[src/inc/regmap_pkg.sv]
// Package for the regulator command map, upper range, and its host controller.
// Assumes one 40 MHz clock shared by both ends and an asynchronous active-high reset.
package regmap_pkg;
   // Command codes
   localparam logic [7:0] CMD_STORE_ALL      = 8'h15;
   localparam logic [7:0] CMD_RESTORE_ALL    = 8'h16;
   localparam logic [7:0] CMD_TON_MAX_RESP   = 8'h63;
   localparam logic [7:0] CMD_OFF_DELAY      = 8'h64;
   localparam logic [7:0] CMD_OFF_FALL       = 8'h65;
   localparam logic [7:0] CMD_STAT_BYTE      = 8'h78;
   localparam logic [7:0] CMD_STAT_WORD      = 8'h79;
   localparam logic [7:0] CMD_STAT_VOUT      = 8'h7a;
   localparam logic [7:0] CMD_STAT_IOUT      = 8'h7b;
   localparam logic [7:0] CMD_STAT_INPUT     = 8'h7c;
   localparam logic [7:0] CMD_STAT_TEMP      = 8'h7d;
   localparam logic [7:0] CMD_STAT_COMM      = 8'h7e;
   localparam logic [7:0] CMD_VENDOR_STATUS  = 8'h80;
   localparam logic [7:0] CMD_RD_VIN         = 8'h88;
   localparam logic [7:0] CMD_RD_IIN         = 8'h89;
   localparam logic [7:0] CMD_RD_VOUT        = 8'h8b;
   localparam logic [7:0] CMD_RD_IOUT        = 8'h8c;
   localparam logic [7:0] CMD_RD_TEMP        = 8'h8d;
   localparam logic [7:0] CMD_RD_FREQ        = 8'h95;
   localparam logic [7:0] CMD_PROTO_REV      = 8'h98;
   localparam logic [7:0] CMD_VENDOR_ID      = 8'h99;
   localparam logic [7:0] CMD_VENDOR_MODEL   = 8'h9a;
   localparam logic [7:0] CMD_VENDOR_REV     = 8'h9b;
   localparam logic [7:0] CMD_VENDOR_SERIAL  = 8'h9e;
   localparam logic [7:0] CMD_VOUT_MIN       = 8'ha4;
   localparam logic [7:0] CMD_VOUT_MAX       = 8'ha5;
   localparam logic [7:0] CMD_CHIP_ID        = 8'had;
   localparam logic [7:0] CMD_CHIP_REV       = 8'hae;
   localparam logic [7:0] CMD_AVG_OC_RESP    = 8'hc4;
   localparam logic [7:0] CMD_AVG_OC_LIMIT   = 8'hc5;
   localparam logic [7:0] CMD_PCT_LIMITS     = 8'hc6;
   localparam logic [7:0] CMD_PGOOD_LEVELS   = 8'hc7;
   localparam logic [7:0] CMD_MODE_SETTINGS  = 8'hc8;
   localparam logic [7:0] CMD_BASE_ADDR      = 8'hc9;
   localparam logic [7:0] CMD_VENDOR_WORD    = 8'hca;
   // Reset values
   localparam logic [7:0]  RST_TON_MAX_RESP  = 8'h80;
   localparam logic [15:0] RST_OFF_DELAY     = 16'h0000;
   localparam logic [15:0] RST_OFF_FALL      = 16'h0005;
   localparam logic [7:0]  RST_PROTO_REV     = 8'h33;
   localparam logic [15:0] RST_VOUT_MIN      = 16'h0100;
   localparam logic [15:0] RST_VOUT_MAX      = 16'h0b01;
   localparam logic [7:0]  RST_AVG_OC_RESP   = 8'h80;
   localparam logic [15:0] RST_AVG_OC_LIMIT  = 16'he340;
   localparam logic [15:0] RST_PCT_LIMITS    = 16'h06e0;
   localparam logic [7:0]  RST_PGOOD_LEVELS  = 8'h19;
   localparam logic [7:0]  RST_MODE_SETTINGS = 8'ha0;
   localparam logic [6:0]  RST_BASE_ADDR     = 7'h10;
   // Identity words: arbitrary neutral values
   localparam logic [15:0] ID_WORD_DEFAULT   = 16'h5a01;
   localparam logic [15:0] ID_VENDOR_WORD    = 16'h1234;
   localparam logic [7:0]  ID_LOW_BYTE       = 8'h01;
   // Mode-settings fields
   localparam int MODE_SENSE_MSB     = 7;
   localparam int MODE_SENSE_LSB     = 4;
   localparam int MODE_LS_AT_OVW_BIT = 1;
   localparam int MODE_VSEL_EN_BIT   = 0;
   // Vendor status field
   localparam int VSTAT_NV_FAULT_BIT = 1;
   // Host AXI register offsets
   localparam logic [7:0] AX_CMD      = 8'h00; // [7:0] code, [8] write, [9] force data low byte 01h, [10] go
   localparam logic [7:0] AX_WDATA    = 8'h04;
   localparam logic [7:0] AX_RDATA    = 8'h08;
   localparam logic [7:0] AX_CTRL     = 8'h0c; // [0] regulation enable
   localparam logic [7:0] AX_IRQ_STAT = 8'h10; // [0] done [1] invalid [2] nv fault
   localparam logic [7:0] AX_IRQ_MASK = 8'h14;
   localparam logic [7:0] AX_STATE    = 8'h18; // [0] busy [1] alert seen [2] reg en
   localparam logic [1:0] AXI_OKAY    = 2'b00;
   localparam logic [1:0] AXI_SLVERR  = 2'b10;
   localparam int IRQ_W = 3;
endpackage : regmap_pkg

[src/inc/regmap_if.sv]
// Command port between the host controller and the regulator register bank.
// Assumes both ends share sys_clk_i; the alert pad is open drain, resolved here.
`timescale 1ns/1ps
interface regmap_if;
   logic        req;       // One-cycle command strobe
   logic [7:0]  code;
   logic        wr;
   logic [15:0] wdata;
   logic        ack;       // One-cycle answer
   logic        invalid;   // With ack: command refused
   logic [15:0] rdata;
   logic        alert_n_o; // Device pad output
   logic        alert_n_oe;
   logic        alert_pad_n;
   // Open drain: low only while driven
   assign alert_pad_n = alert_n_oe ? alert_n_o : 1'b1;
   modport host   (output req, code, wr, wdata, input ack, invalid, rdata, alert_pad_n);
   modport device (input req, code, wr, wdata, output ack, invalid, rdata,
                   alert_n_o, alert_n_oe);
endinterface : regmap_if

[src/logic/regulator_command_map_upper.sv]
// What this block does
// - Base-address register sets bus address, reset 10h
// - Compare averaged current against average limit
// - Identity block words always have low byte 01h
// - Mode settings enable voltage-select pin, reset A0h
// - Mode bit keeps low-side switch at overvoltage warning
// - Mode bits 7:4 program monitor sense resistance
// - Sixteen-bit vendor identity word, nonvolatile backed
// - Host disables regulation during configuration writes (here reg_en is only a readable AX_CTRL bit that gates nothing)
// - Host disables regulation during store or restore (here reg_en is only a readable AX_CTRL bit that gates nothing)
// - Nonvolatile check failure pulls alert, sets status
// - Store-all saves, restore-all reloads configuration
// Register bank of the regulator, commands 63h..CAh plus store/restore.
// Assumes telemetry, status and the nonvolatile check come from analog logic on sys_clk_i.
`timescale 1ns/1ps
module regulator_command_map_upper
   import regmap_pkg::*;
(
   input  wire logic        sys_clk_i,
   input  wire logic        sys_rst_i,
   regmap_if.device         bus,
   input  wire logic        nv_check_fail_i,    // Startup nonvolatile check result
   input  wire logic [15:0] avg_current_i,      // Averaged output current, limit format
   input  wire logic [7:0]  status_i [7],       // Byte, vout, iout, input, temp, comm, vendor
   input  wire logic [15:0] status_word_i,
   input  wire logic [15:0] telemetry_i [6],    // vin, iin, vout, iout, temp, freq
   input  wire logic        voltage_select_pin_i,
   output logic             avg_overcurrent_o,
   output logic [6:0]       bus_address_o,
   output logic             voltage_select_en_o,
   output logic             low_side_switch_on_ovw_o,
   output logic [3:0]       monitor_sense_resistance_o,
   output logic             voltage_select_o
);
   import regmap_pkg::*;

   typedef struct packed {
      logic [7:0]  ton_resp;
      logic [15:0] off_delay;
      logic [15:0] off_fall;
      logic [15:0] id_model;
      logic [15:0] id_vendor;
      logic [15:0] id_serial;
      logic [7:0]  avg_resp;
      logic [15:0] avg_limit;
      logic [15:0] pct_limits;
      logic [7:0]  pgood;
      logic [7:0]  mode;
      logic [6:0]  base;
      logic [15:0] vendor_word;
   } cfg_t;

   typedef struct packed {
      cfg_t        cfg;
      cfg_t        nv;      // Nonvolatile image
      logic        nv_fault;
      logic        ack;
      logic        invalid;
      logic [15:0] rdata;
      logic        alert;
      logic        ovc;
      logic [1:0]  pin_s;   // Voltage-select pin synchroniser
      logic        vsel;
   } state_t;

   localparam cfg_t CFG_DEFAULT = '{
      ton_resp: RST_TON_MAX_RESP,
      off_delay: RST_OFF_DELAY,
      off_fall: RST_OFF_FALL,
      id_model: ID_WORD_DEFAULT,
      id_vendor: ID_WORD_DEFAULT,
      id_serial: ID_WORD_DEFAULT,
      avg_resp: RST_AVG_OC_RESP,
      avg_limit: RST_AVG_OC_LIMIT,
      pct_limits: RST_PCT_LIMITS,
      pgood: RST_PGOOD_LEVELS,
      mode: RST_MODE_SETTINGS,
      base: RST_BASE_ADDR,
      vendor_word: ID_VENDOR_WORD
   };

   state_t st_r;
   state_t st_nxt;

   // Read-only status, telemetry, revision, chip-ID and output-voltage range codes
   function automatic logic is_read_only(input logic [7:0] c);
      case (c)
         CMD_STAT_BYTE, CMD_STAT_WORD, CMD_STAT_VOUT, CMD_STAT_IOUT, CMD_STAT_INPUT,
         CMD_STAT_TEMP, CMD_STAT_COMM, CMD_VENDOR_STATUS, CMD_RD_VIN, CMD_RD_IIN,
         CMD_RD_VOUT, CMD_RD_IOUT, CMD_RD_TEMP, CMD_RD_FREQ, CMD_PROTO_REV,
         CMD_VENDOR_REV, CMD_VOUT_MIN, CMD_VOUT_MAX, CMD_CHIP_ID, CMD_CHIP_REV:
            return 1'b1;
         default: return 1'b0;
      endcase
   endfunction : is_read_only

   // Command decode and register update
   always_comb begin
      logic hit;
      logic [15:0] rd;
      hit = 1'b1;
      rd = 16'h0000;
      st_nxt = st_r;
      st_nxt.ack = bus.req;
      st_nxt.invalid = 1'b0;
      st_nxt.ovc = avg_current_i > st_r.cfg.avg_limit;
      // Pin passes two flops; only the second is read
      st_nxt.pin_s = {st_r.pin_s[0], voltage_select_pin_i};
      st_nxt.vsel = st_r.cfg.mode[MODE_VSEL_EN_BIT] & st_r.pin_s[1];
      // Startup check failure latches until reset
      if (nv_check_fail_i) begin
         st_nxt.nv_fault = 1'b1;
         st_nxt.alert = 1'b1;
      end
      unique case (bus.code)
         CMD_TON_MAX_RESP:  rd = {8'h00, st_r.cfg.ton_resp};
         CMD_OFF_DELAY:     rd = st_r.cfg.off_delay;
         CMD_OFF_FALL:      rd = st_r.cfg.off_fall;
         CMD_STAT_BYTE:     rd = {8'h00, status_i[0]};
         CMD_STAT_WORD:     rd = status_word_i;
         CMD_STAT_VOUT:     rd = {8'h00, status_i[1]};
         CMD_STAT_IOUT:     rd = {8'h00, status_i[2]};
         CMD_STAT_INPUT:    rd = {8'h00, status_i[3]};
         CMD_STAT_TEMP:     rd = {8'h00, status_i[4]};
         CMD_STAT_COMM:     rd = {8'h00, status_i[5]};
         CMD_VENDOR_STATUS: begin
            rd = {8'h00, status_i[6]};
            rd[VSTAT_NV_FAULT_BIT] = st_r.nv_fault;
         end
         CMD_RD_VIN:        rd = telemetry_i[0];
         CMD_RD_IIN:        rd = telemetry_i[1];
         CMD_RD_VOUT:       rd = telemetry_i[2];
         CMD_RD_IOUT:       rd = telemetry_i[3];
         CMD_RD_TEMP:       rd = telemetry_i[4];
         CMD_RD_FREQ:       rd = telemetry_i[5];
         CMD_PROTO_REV:     rd = {8'h00, RST_PROTO_REV};
         CMD_VENDOR_ID:     rd = {st_r.cfg.id_vendor[15:8], ID_LOW_BYTE};
         CMD_VENDOR_MODEL:  rd = {st_r.cfg.id_model[15:8], ID_LOW_BYTE};
         CMD_VENDOR_REV:    rd = {ID_WORD_DEFAULT[15:8], ID_LOW_BYTE};
         CMD_VENDOR_SERIAL: rd = {st_r.cfg.id_serial[15:8], ID_LOW_BYTE};
         CMD_VOUT_MIN:      rd = RST_VOUT_MIN;
         CMD_VOUT_MAX:      rd = RST_VOUT_MAX;
         CMD_CHIP_ID:       rd = {ID_WORD_DEFAULT[15:8], ID_LOW_BYTE};
         CMD_CHIP_REV:      rd = {ID_WORD_DEFAULT[15:8], ID_LOW_BYTE};
         CMD_AVG_OC_RESP:   rd = {8'h00, st_r.cfg.avg_resp};
         CMD_AVG_OC_LIMIT:  rd = st_r.cfg.avg_limit;
         CMD_PCT_LIMITS:    rd = st_r.cfg.pct_limits;
         CMD_PGOOD_LEVELS:  rd = {8'h00, st_r.cfg.pgood};
         CMD_MODE_SETTINGS: rd = {8'h00, st_r.cfg.mode};
         CMD_BASE_ADDR:     rd = {9'h000, st_r.cfg.base};
         CMD_VENDOR_WORD:   rd = st_r.cfg.vendor_word;
         CMD_STORE_ALL, CMD_RESTORE_ALL: rd = 16'h0000;
         default:           hit = 1'b0;
      endcase
      if (bus.req) begin
         st_nxt.rdata = bus.wr ? 16'h0000 : rd;
         if (!hit || (bus.wr && is_read_only(bus.code))
             || (!bus.wr && (bus.code == CMD_STORE_ALL || bus.code == CMD_RESTORE_ALL))) begin
            st_nxt.invalid = 1'b1;
         end else if (bus.wr) begin
            unique case (bus.code)
               CMD_STORE_ALL:     st_nxt.nv = st_r.cfg;
               CMD_RESTORE_ALL:   st_nxt.cfg = st_r.nv;
               CMD_TON_MAX_RESP:  st_nxt.cfg.ton_resp = bus.wdata[7:0];
               CMD_OFF_DELAY:     st_nxt.cfg.off_delay = bus.wdata;
               CMD_OFF_FALL:      st_nxt.cfg.off_fall = bus.wdata;
               CMD_VENDOR_ID:     st_nxt.cfg.id_vendor = {bus.wdata[15:8], ID_LOW_BYTE};
               CMD_VENDOR_MODEL:  st_nxt.cfg.id_model = {bus.wdata[15:8], ID_LOW_BYTE};
               CMD_VENDOR_SERIAL: st_nxt.cfg.id_serial = {bus.wdata[15:8], ID_LOW_BYTE};
               CMD_AVG_OC_RESP:   st_nxt.cfg.avg_resp = bus.wdata[7:0];
               CMD_AVG_OC_LIMIT:  st_nxt.cfg.avg_limit = bus.wdata;
               CMD_PCT_LIMITS:    st_nxt.cfg.pct_limits = bus.wdata;
               CMD_PGOOD_LEVELS:  st_nxt.cfg.pgood = bus.wdata[7:0];
               CMD_MODE_SETTINGS: st_nxt.cfg.mode = bus.wdata[7:0];
               CMD_BASE_ADDR:     st_nxt.cfg.base = bus.wdata[6:0];
               CMD_VENDOR_WORD:   st_nxt.cfg.vendor_word = bus.wdata;
               default:           st_nxt.invalid = 1'b0;
            endcase
         end
      end
   end

   // State register; defaults after reset, nonvolatile image seeded with them
   always_ff @(posedge sys_clk_i or posedge sys_rst_i) begin
      if (sys_rst_i) begin
         st_r <= '{cfg: CFG_DEFAULT, nv: CFG_DEFAULT, nv_fault: 1'b0, ack: 1'b0,
                   invalid: 1'b0, rdata: 16'h0000, alert: 1'b0, ovc: 1'b0,
                   pin_s: 2'b00, vsel: 1'b0};
      end else begin
         st_r <= st_nxt;
      end
   end

   // Outputs straight from the state flops, except alert_n_o, which is tied low
   assign bus.ack                    = st_r.ack;
   assign bus.invalid                = st_r.invalid;
   assign bus.rdata                  = st_r.rdata;
   assign bus.alert_n_o              = 1'b0;
   assign bus.alert_n_oe             = st_r.alert;
   assign avg_overcurrent_o          = st_r.ovc;
   assign bus_address_o              = st_r.cfg.base;
   assign voltage_select_en_o        = st_r.cfg.mode[MODE_VSEL_EN_BIT];
   assign low_side_switch_on_ovw_o   = st_r.cfg.mode[MODE_LS_AT_OVW_BIT];
   assign monitor_sense_resistance_o = st_r.cfg.mode[MODE_SENSE_MSB:MODE_SENSE_LSB];
   assign voltage_select_o           = st_r.vsel;
endmodule : regulator_command_map_upper

[src/flat_wrapper.sv]
// flat-port wrapper written by rule: the top's interface ports become plain ports
module regulator_command_map_upper_flat import regmap_pkg::*;
  (sys_clk_i, sys_rst_i, nv_check_fail_i, avg_current_i, status_i, status_word_i, telemetry_i, voltage_select_pin_i, avg_overcurrent_o, bus_address_o, voltage_select_en_o, low_side_switch_on_ovw_o, monitor_sense_resistance_o, voltage_select_o, bus_req, bus_code, bus_wr, bus_wdata, bus_ack, bus_invalid, bus_rdata, bus_alert_n_o, bus_alert_n_oe);
  regmap_if bus_i ();
  input  wire logic sys_clk_i;
  input  wire logic sys_rst_i;
  input  wire logic nv_check_fail_i;
  input  wire logic [15:0] avg_current_i;
  input  wire logic [7:0] status_i[7];
  input  wire logic [15:0] status_word_i;
  input  wire logic [15:0] telemetry_i[6];
  input  wire logic voltage_select_pin_i;
  output logic avg_overcurrent_o;
  output logic [6:0] bus_address_o;
  output logic voltage_select_en_o;
  output logic low_side_switch_on_ovw_o;
  output logic [3:0] monitor_sense_resistance_o;
  output logic voltage_select_o;
  input wire logic [$bits(bus_i.req)-1:0] bus_req;
  input wire logic [$bits(bus_i.code)-1:0] bus_code;
  input wire logic [$bits(bus_i.wr)-1:0] bus_wr;
  input wire logic [$bits(bus_i.wdata)-1:0] bus_wdata;
  output wire logic [$bits(bus_i.ack)-1:0] bus_ack;
  output wire logic [$bits(bus_i.invalid)-1:0] bus_invalid;
  output wire logic [$bits(bus_i.rdata)-1:0] bus_rdata;
  output wire logic [$bits(bus_i.alert_n_o)-1:0] bus_alert_n_o;
  output wire logic [$bits(bus_i.alert_n_oe)-1:0] bus_alert_n_oe;
  assign bus_i.req = bus_req;
  assign bus_i.code = bus_code;
  assign bus_i.wr = bus_wr;
  assign bus_i.wdata = bus_wdata;
  assign bus_ack = bus_i.ack;
  assign bus_invalid = bus_i.invalid;
  assign bus_rdata = bus_i.rdata;
  assign bus_alert_n_o = bus_i.alert_n_o;
  assign bus_alert_n_oe = bus_i.alert_n_oe;
  regulator_command_map_upper u_core (.sys_clk_i(sys_clk_i), .sys_rst_i(sys_rst_i), .bus(bus_i), .nv_check_fail_i(nv_check_fail_i), .avg_current_i(avg_current_i), .status_i(status_i), .status_word_i(status_word_i), .telemetry_i(telemetry_i), .voltage_select_pin_i(voltage_select_pin_i), .avg_overcurrent_o(avg_overcurrent_o), .bus_address_o(bus_address_o), .voltage_select_en_o(voltage_select_en_o), .low_side_switch_on_ovw_o(low_side_switch_on_ovw_o), .monitor_sense_resistance_o(monitor_sense_resistance_o), .voltage_select_o(voltage_select_o));
endmodule
[config.mk]
export PLATFORM = sky130hd
export DESIGN_NAME = regulator_command_map_upper_flat
export DESIGN_NICKNAME = d
export VERILOG_FILES = /design/src/inc/regmap_pkg.sv /design/src/inc/regmap_if.sv /design/src/logic/regulator_command_map_upper.sv /design/src/flat_wrapper.sv
export SDC_FILE = /design/constraint.sdc
export NUM_CORES = 1
export LEC_CHECK = 0
export BUFFER_PORTS_ARGS = -buffer_cell sky130_fd_sc_hd__buf_2
export CELL_PAD_IN_SITES_DETAIL_PLACEMENT = 1
export CELL_PAD_IN_SITES_GLOBAL_PLACEMENT = 1
export CORE_MARGIN = 4
export CORE_UTILIZATION = 35
export CTS_CLUSTER_DIAMETER = 40
export DETAILED_ROUTE_END_ITERATION = 16
export PLACE_DENSITY_LB_ADDON = 0.2
export SLEW_MARGIN = 20
export SYNTH_ARGS = -nofsm -noshare
export SYNTH_HDL_FRONTEND = slang
export SYNTH_SLANG_ARGS = --single-unit
[constraint.sdc]
create_clock -name sys_clk_i -period 26.4 [get_ports sys_clk_i]
set_clock_uncertainty 0.05 [all_clocks]
set_input_delay 3.96 -clock sys_clk_i [delete_from_list [all_inputs] [get_ports sys_clk_i]]
set_output_delay 3.96 -clock sys_clk_i [all_outputs]
set_load 0.01 [all_outputs]
==> reports/summary.txt <==
number of port buffers -> 246
Worst setup SP type -> input port
FP Rows -> 79
largest net degree at the start of global routing -> 91
Ports -> 249
RSZ-0062 raised after global routing -> false
Synth Register Bits -> 309
global-route wire length before repair -> 106000 um
# Post-CTS Setup Buffers -> 0
power share of the clock group -> 54.1%
Fmax achieved -> 0.137 GHz
clock sink count -> 309
Clk Latency, worst-skew pair -> 0.59 ns
Worst Hold Endpoint -> u_core.st_r[2]
NetSw -> 0.000357 W
initial antenna violation count -> 5
worst-path fanout max -> 58
hold depth -> 0
Hold Buf Count CTS -> 0
Final period util -> 27.7%
CTS buffer count -> 52
total global routing overflow -> 0
Post-synth EDFFs -> 0
leading area contributor after synthesis -> dfrtp_1
die width -> 225 um
DR iter-0 viols -> 1209
arrival time worst endpoint -> 7.77 ns
FF-to-FF Start -> u_core.st_r[350]
number of library cell types mapped by synthesis -> 87
Final nets -> 2046
DR DRC count -> 0
cell area after placement -> 0.0180 sq mm
post_cts resized -> 0
Synth top cells by count -> 233 x dfrtp_1, 210 x nand2_1, 143 x nor2_1
PD cells -> 70.4 mW/mm^2
prevailing post-synth register cell -> dfrtp_1
H-tree Lvls -> 2
Starting Density -> 35.5%
maximum clock insertion buffer count -> 3
die area -> 0.0507 sq mm
# setup viols final -> 0
share of post-route cells with drive strength above 1 -> 31.0%
post-synthesis cell area -> 0.0165 sq mm
mean area per synthesized cell -> 10.1 sq um
Logic pwr share -> 9.0%
final core occ -> 42.9%
share of the synthesized area in the top cell type -> 35.3%
hold_sp -> u_core.st_nxt[2]
register area share after synthesis -> 47.4%
core footprint -> 0.0466 sq mm
Worst Tran Pin Value -> 1.01 ns
CP Class -> in -> reg
reg-to-reg endpoint -> u_core.bus.rdata[0]
Final min period -> 7.30 ns
R2R depth -> 5
CTS clock-pin slew for the worst setup and hold paths -> 0.06 ns
Post-DP HPWL -> 51300 um
GRT Overall Usage -> 28.3%
Final Hold Fails -> 0
post-synth net total -> 1867
most frequent cell after synthesis -> dfrtp_1
area grow syn2layout -> 21.0%
Hold Path Class -> reg -> reg
via count -> 14850
top cells by area, synth -> dfrtp_1 35%, dfstp_2 12%, mux2_2 5.6%
WL final -> 74000 um
maximum VDD drop -> 0.0000424 V
ys async rst share -> 100%
vias in the first global route -> 15661
DRT Pass-1 Iters -> 5
CTS tree -> built
CP Capture Type -> register
Max-slew headroom -> 31.1%
post-route cell area -> 0.0200 sq mm
Net Sw Frac -> 25.4%
routability congestion estimate -> 0.904
cell-internal power -> 0.00105 W
Synth Warn # -> 0
part of the power in registers -> 36.8%
synthesized netlist cell count -> 1637
fin. max-slew vios -> 0
outcome -> finished, final reports clean
Routed wire per std cell -> 30.0 um
maxcap violations -> 0
post-DR vias/cell -> 6.01
required time worst endpoint -> 26.86 ns
r2r setup slk -> 24.31 ns
root buf cell -> clkbuf_16
Static Leak -> 8.71 nW
TNS Setup -> 0 ns
ANT nets after route -> 0
Die Height -> 225 um
==> metal layers <==
layer  vias to the layer above  global-route usage, %  part of all wire [%]
met5                         -                      0                 0.034
met1                      7686                   36.8                    41
met4                         4                   11.2                   4.0
met3                       142                   6.89                   8.1
met2                       651                   45.9                    47
li1                       6367                      -                     -
==> sequential cells by signal, summed over array words and instances (netlist names) <==
register / flops
u_core.bus.invalid: 1
u_core.low_side_switch_on_ovw_o: 1
u_core.voltage_select_en_o: 1
u_core.voltage_select_o: 1
u_core.bus.rdata: 16
u_core.st_nxt: 1
u_core.avg_overcurrent_o: 1
u_core.st_r: 275
u_core.bus.ack: 1
u_core.monitor_sense_resistance_o: 4
u_core.bus_address_o: 7
==> cells by family (layout without fill, tap and decap cells) <==
logic type / Yosys count / count (layout) / synth area share [%]
xor gates and xnor gates: 1 / 1 / 0.0531
other: 1 / 3 / 0.0227
buffers and inverters: 182 / 405 / 5.73
and+or+nand+nor: 473 / 473 / 13.3
DFF: 309 / 309 / 47.4
adders and majority gates: 16 / 16 / 1.21
AOI/OAI and AO/OA: 451 / 451 / 18.8
muxes: 204 / 204 / 13.5
==> worst max-delay path by stage <==
stage                          endpoint   startpoint  depth (start not counted)
2_1_floorplan  u_core.avg_overcurrent_o    sys_rst_i                          1
3_3_place_gp           u_core.st_r[200]  bus_code[1]                         11
3_5_place_dp           u_core.st_r[203]  bus_code[1]                         11
4_1_cts                u_core.st_r[203]  bus_code[1]                         11
5_1_grt                u_core.st_r[203]  bus_code[1]                         11
6_report               u_core.st_r[203]  bus_code[1]                         11
==> stage by stage <==
step	total power, W	std cells	setup WS [ns]	hold slack [ns]
2_1_floorplan	0.000585	1637	13.97	0.281
3_3_place_gp	0.000645	2369	18.69	0.287
3_5_place_dp	0.000650	2369	18.59	0.298
4_1_cts	0.00141	2467	19.21	0.307
5_1_grt	0.00145	2467	19.03	0.324
6_report	0.00141	2469	19.10	0.308
==> power groups by stage <==
stage                     clock network [W]  logic [W]  registers, W
after floorplan                           0  0.0000692      0.000516
after global placement                    0   0.000122      0.000523
after detailed placement                  0   0.000126      0.000525
after CTS                          0.000771   0.000126      0.000517
after global routing               0.000793   0.000136      0.000520
final                              0.000761   0.000127      0.000518
==> cell usage in the layout (no fill, tap or decap), types with 66 or more instances in the layout <==
| cell type | instances |
|---|---|
| nor2_1 | 143 |
| a21oi_1 | 83 |
| dfrtp_1 | 233 |
| mux2_1 | 70 |
| mux2_2 | 82 |
| dfstp_2 | 76 |
| buf_2 | 245 |
| o22ai_1 | 79 |
| a31oi_1 | 66 |
| nand2_1 | 209 |
==> worst max-delay path: stages <==
cell and delay (ns):
buf_2 0.07, buf_4 0.34, buf_4 0.52, nand2b_1 0.21
nor2_2 0.42, nand2_2 0.48, buf_4 0.50, a21oi_2 0.54
buf_4 0.36, nor2_1 0.08, a31oi_1 0.16
==> cell type report <==
type                    count  area [sq um]
repair buffers            286          1540
multi-input cells        1146          7790
flip-flops and latches    309          7830
clock buffers              64          1440
diodes                      2          5.00
fillers                  5150         26600
inverters                  21          86.3
well taps                 607           759
clock inverters            34           531
Power figures use the tool's default switching activity.
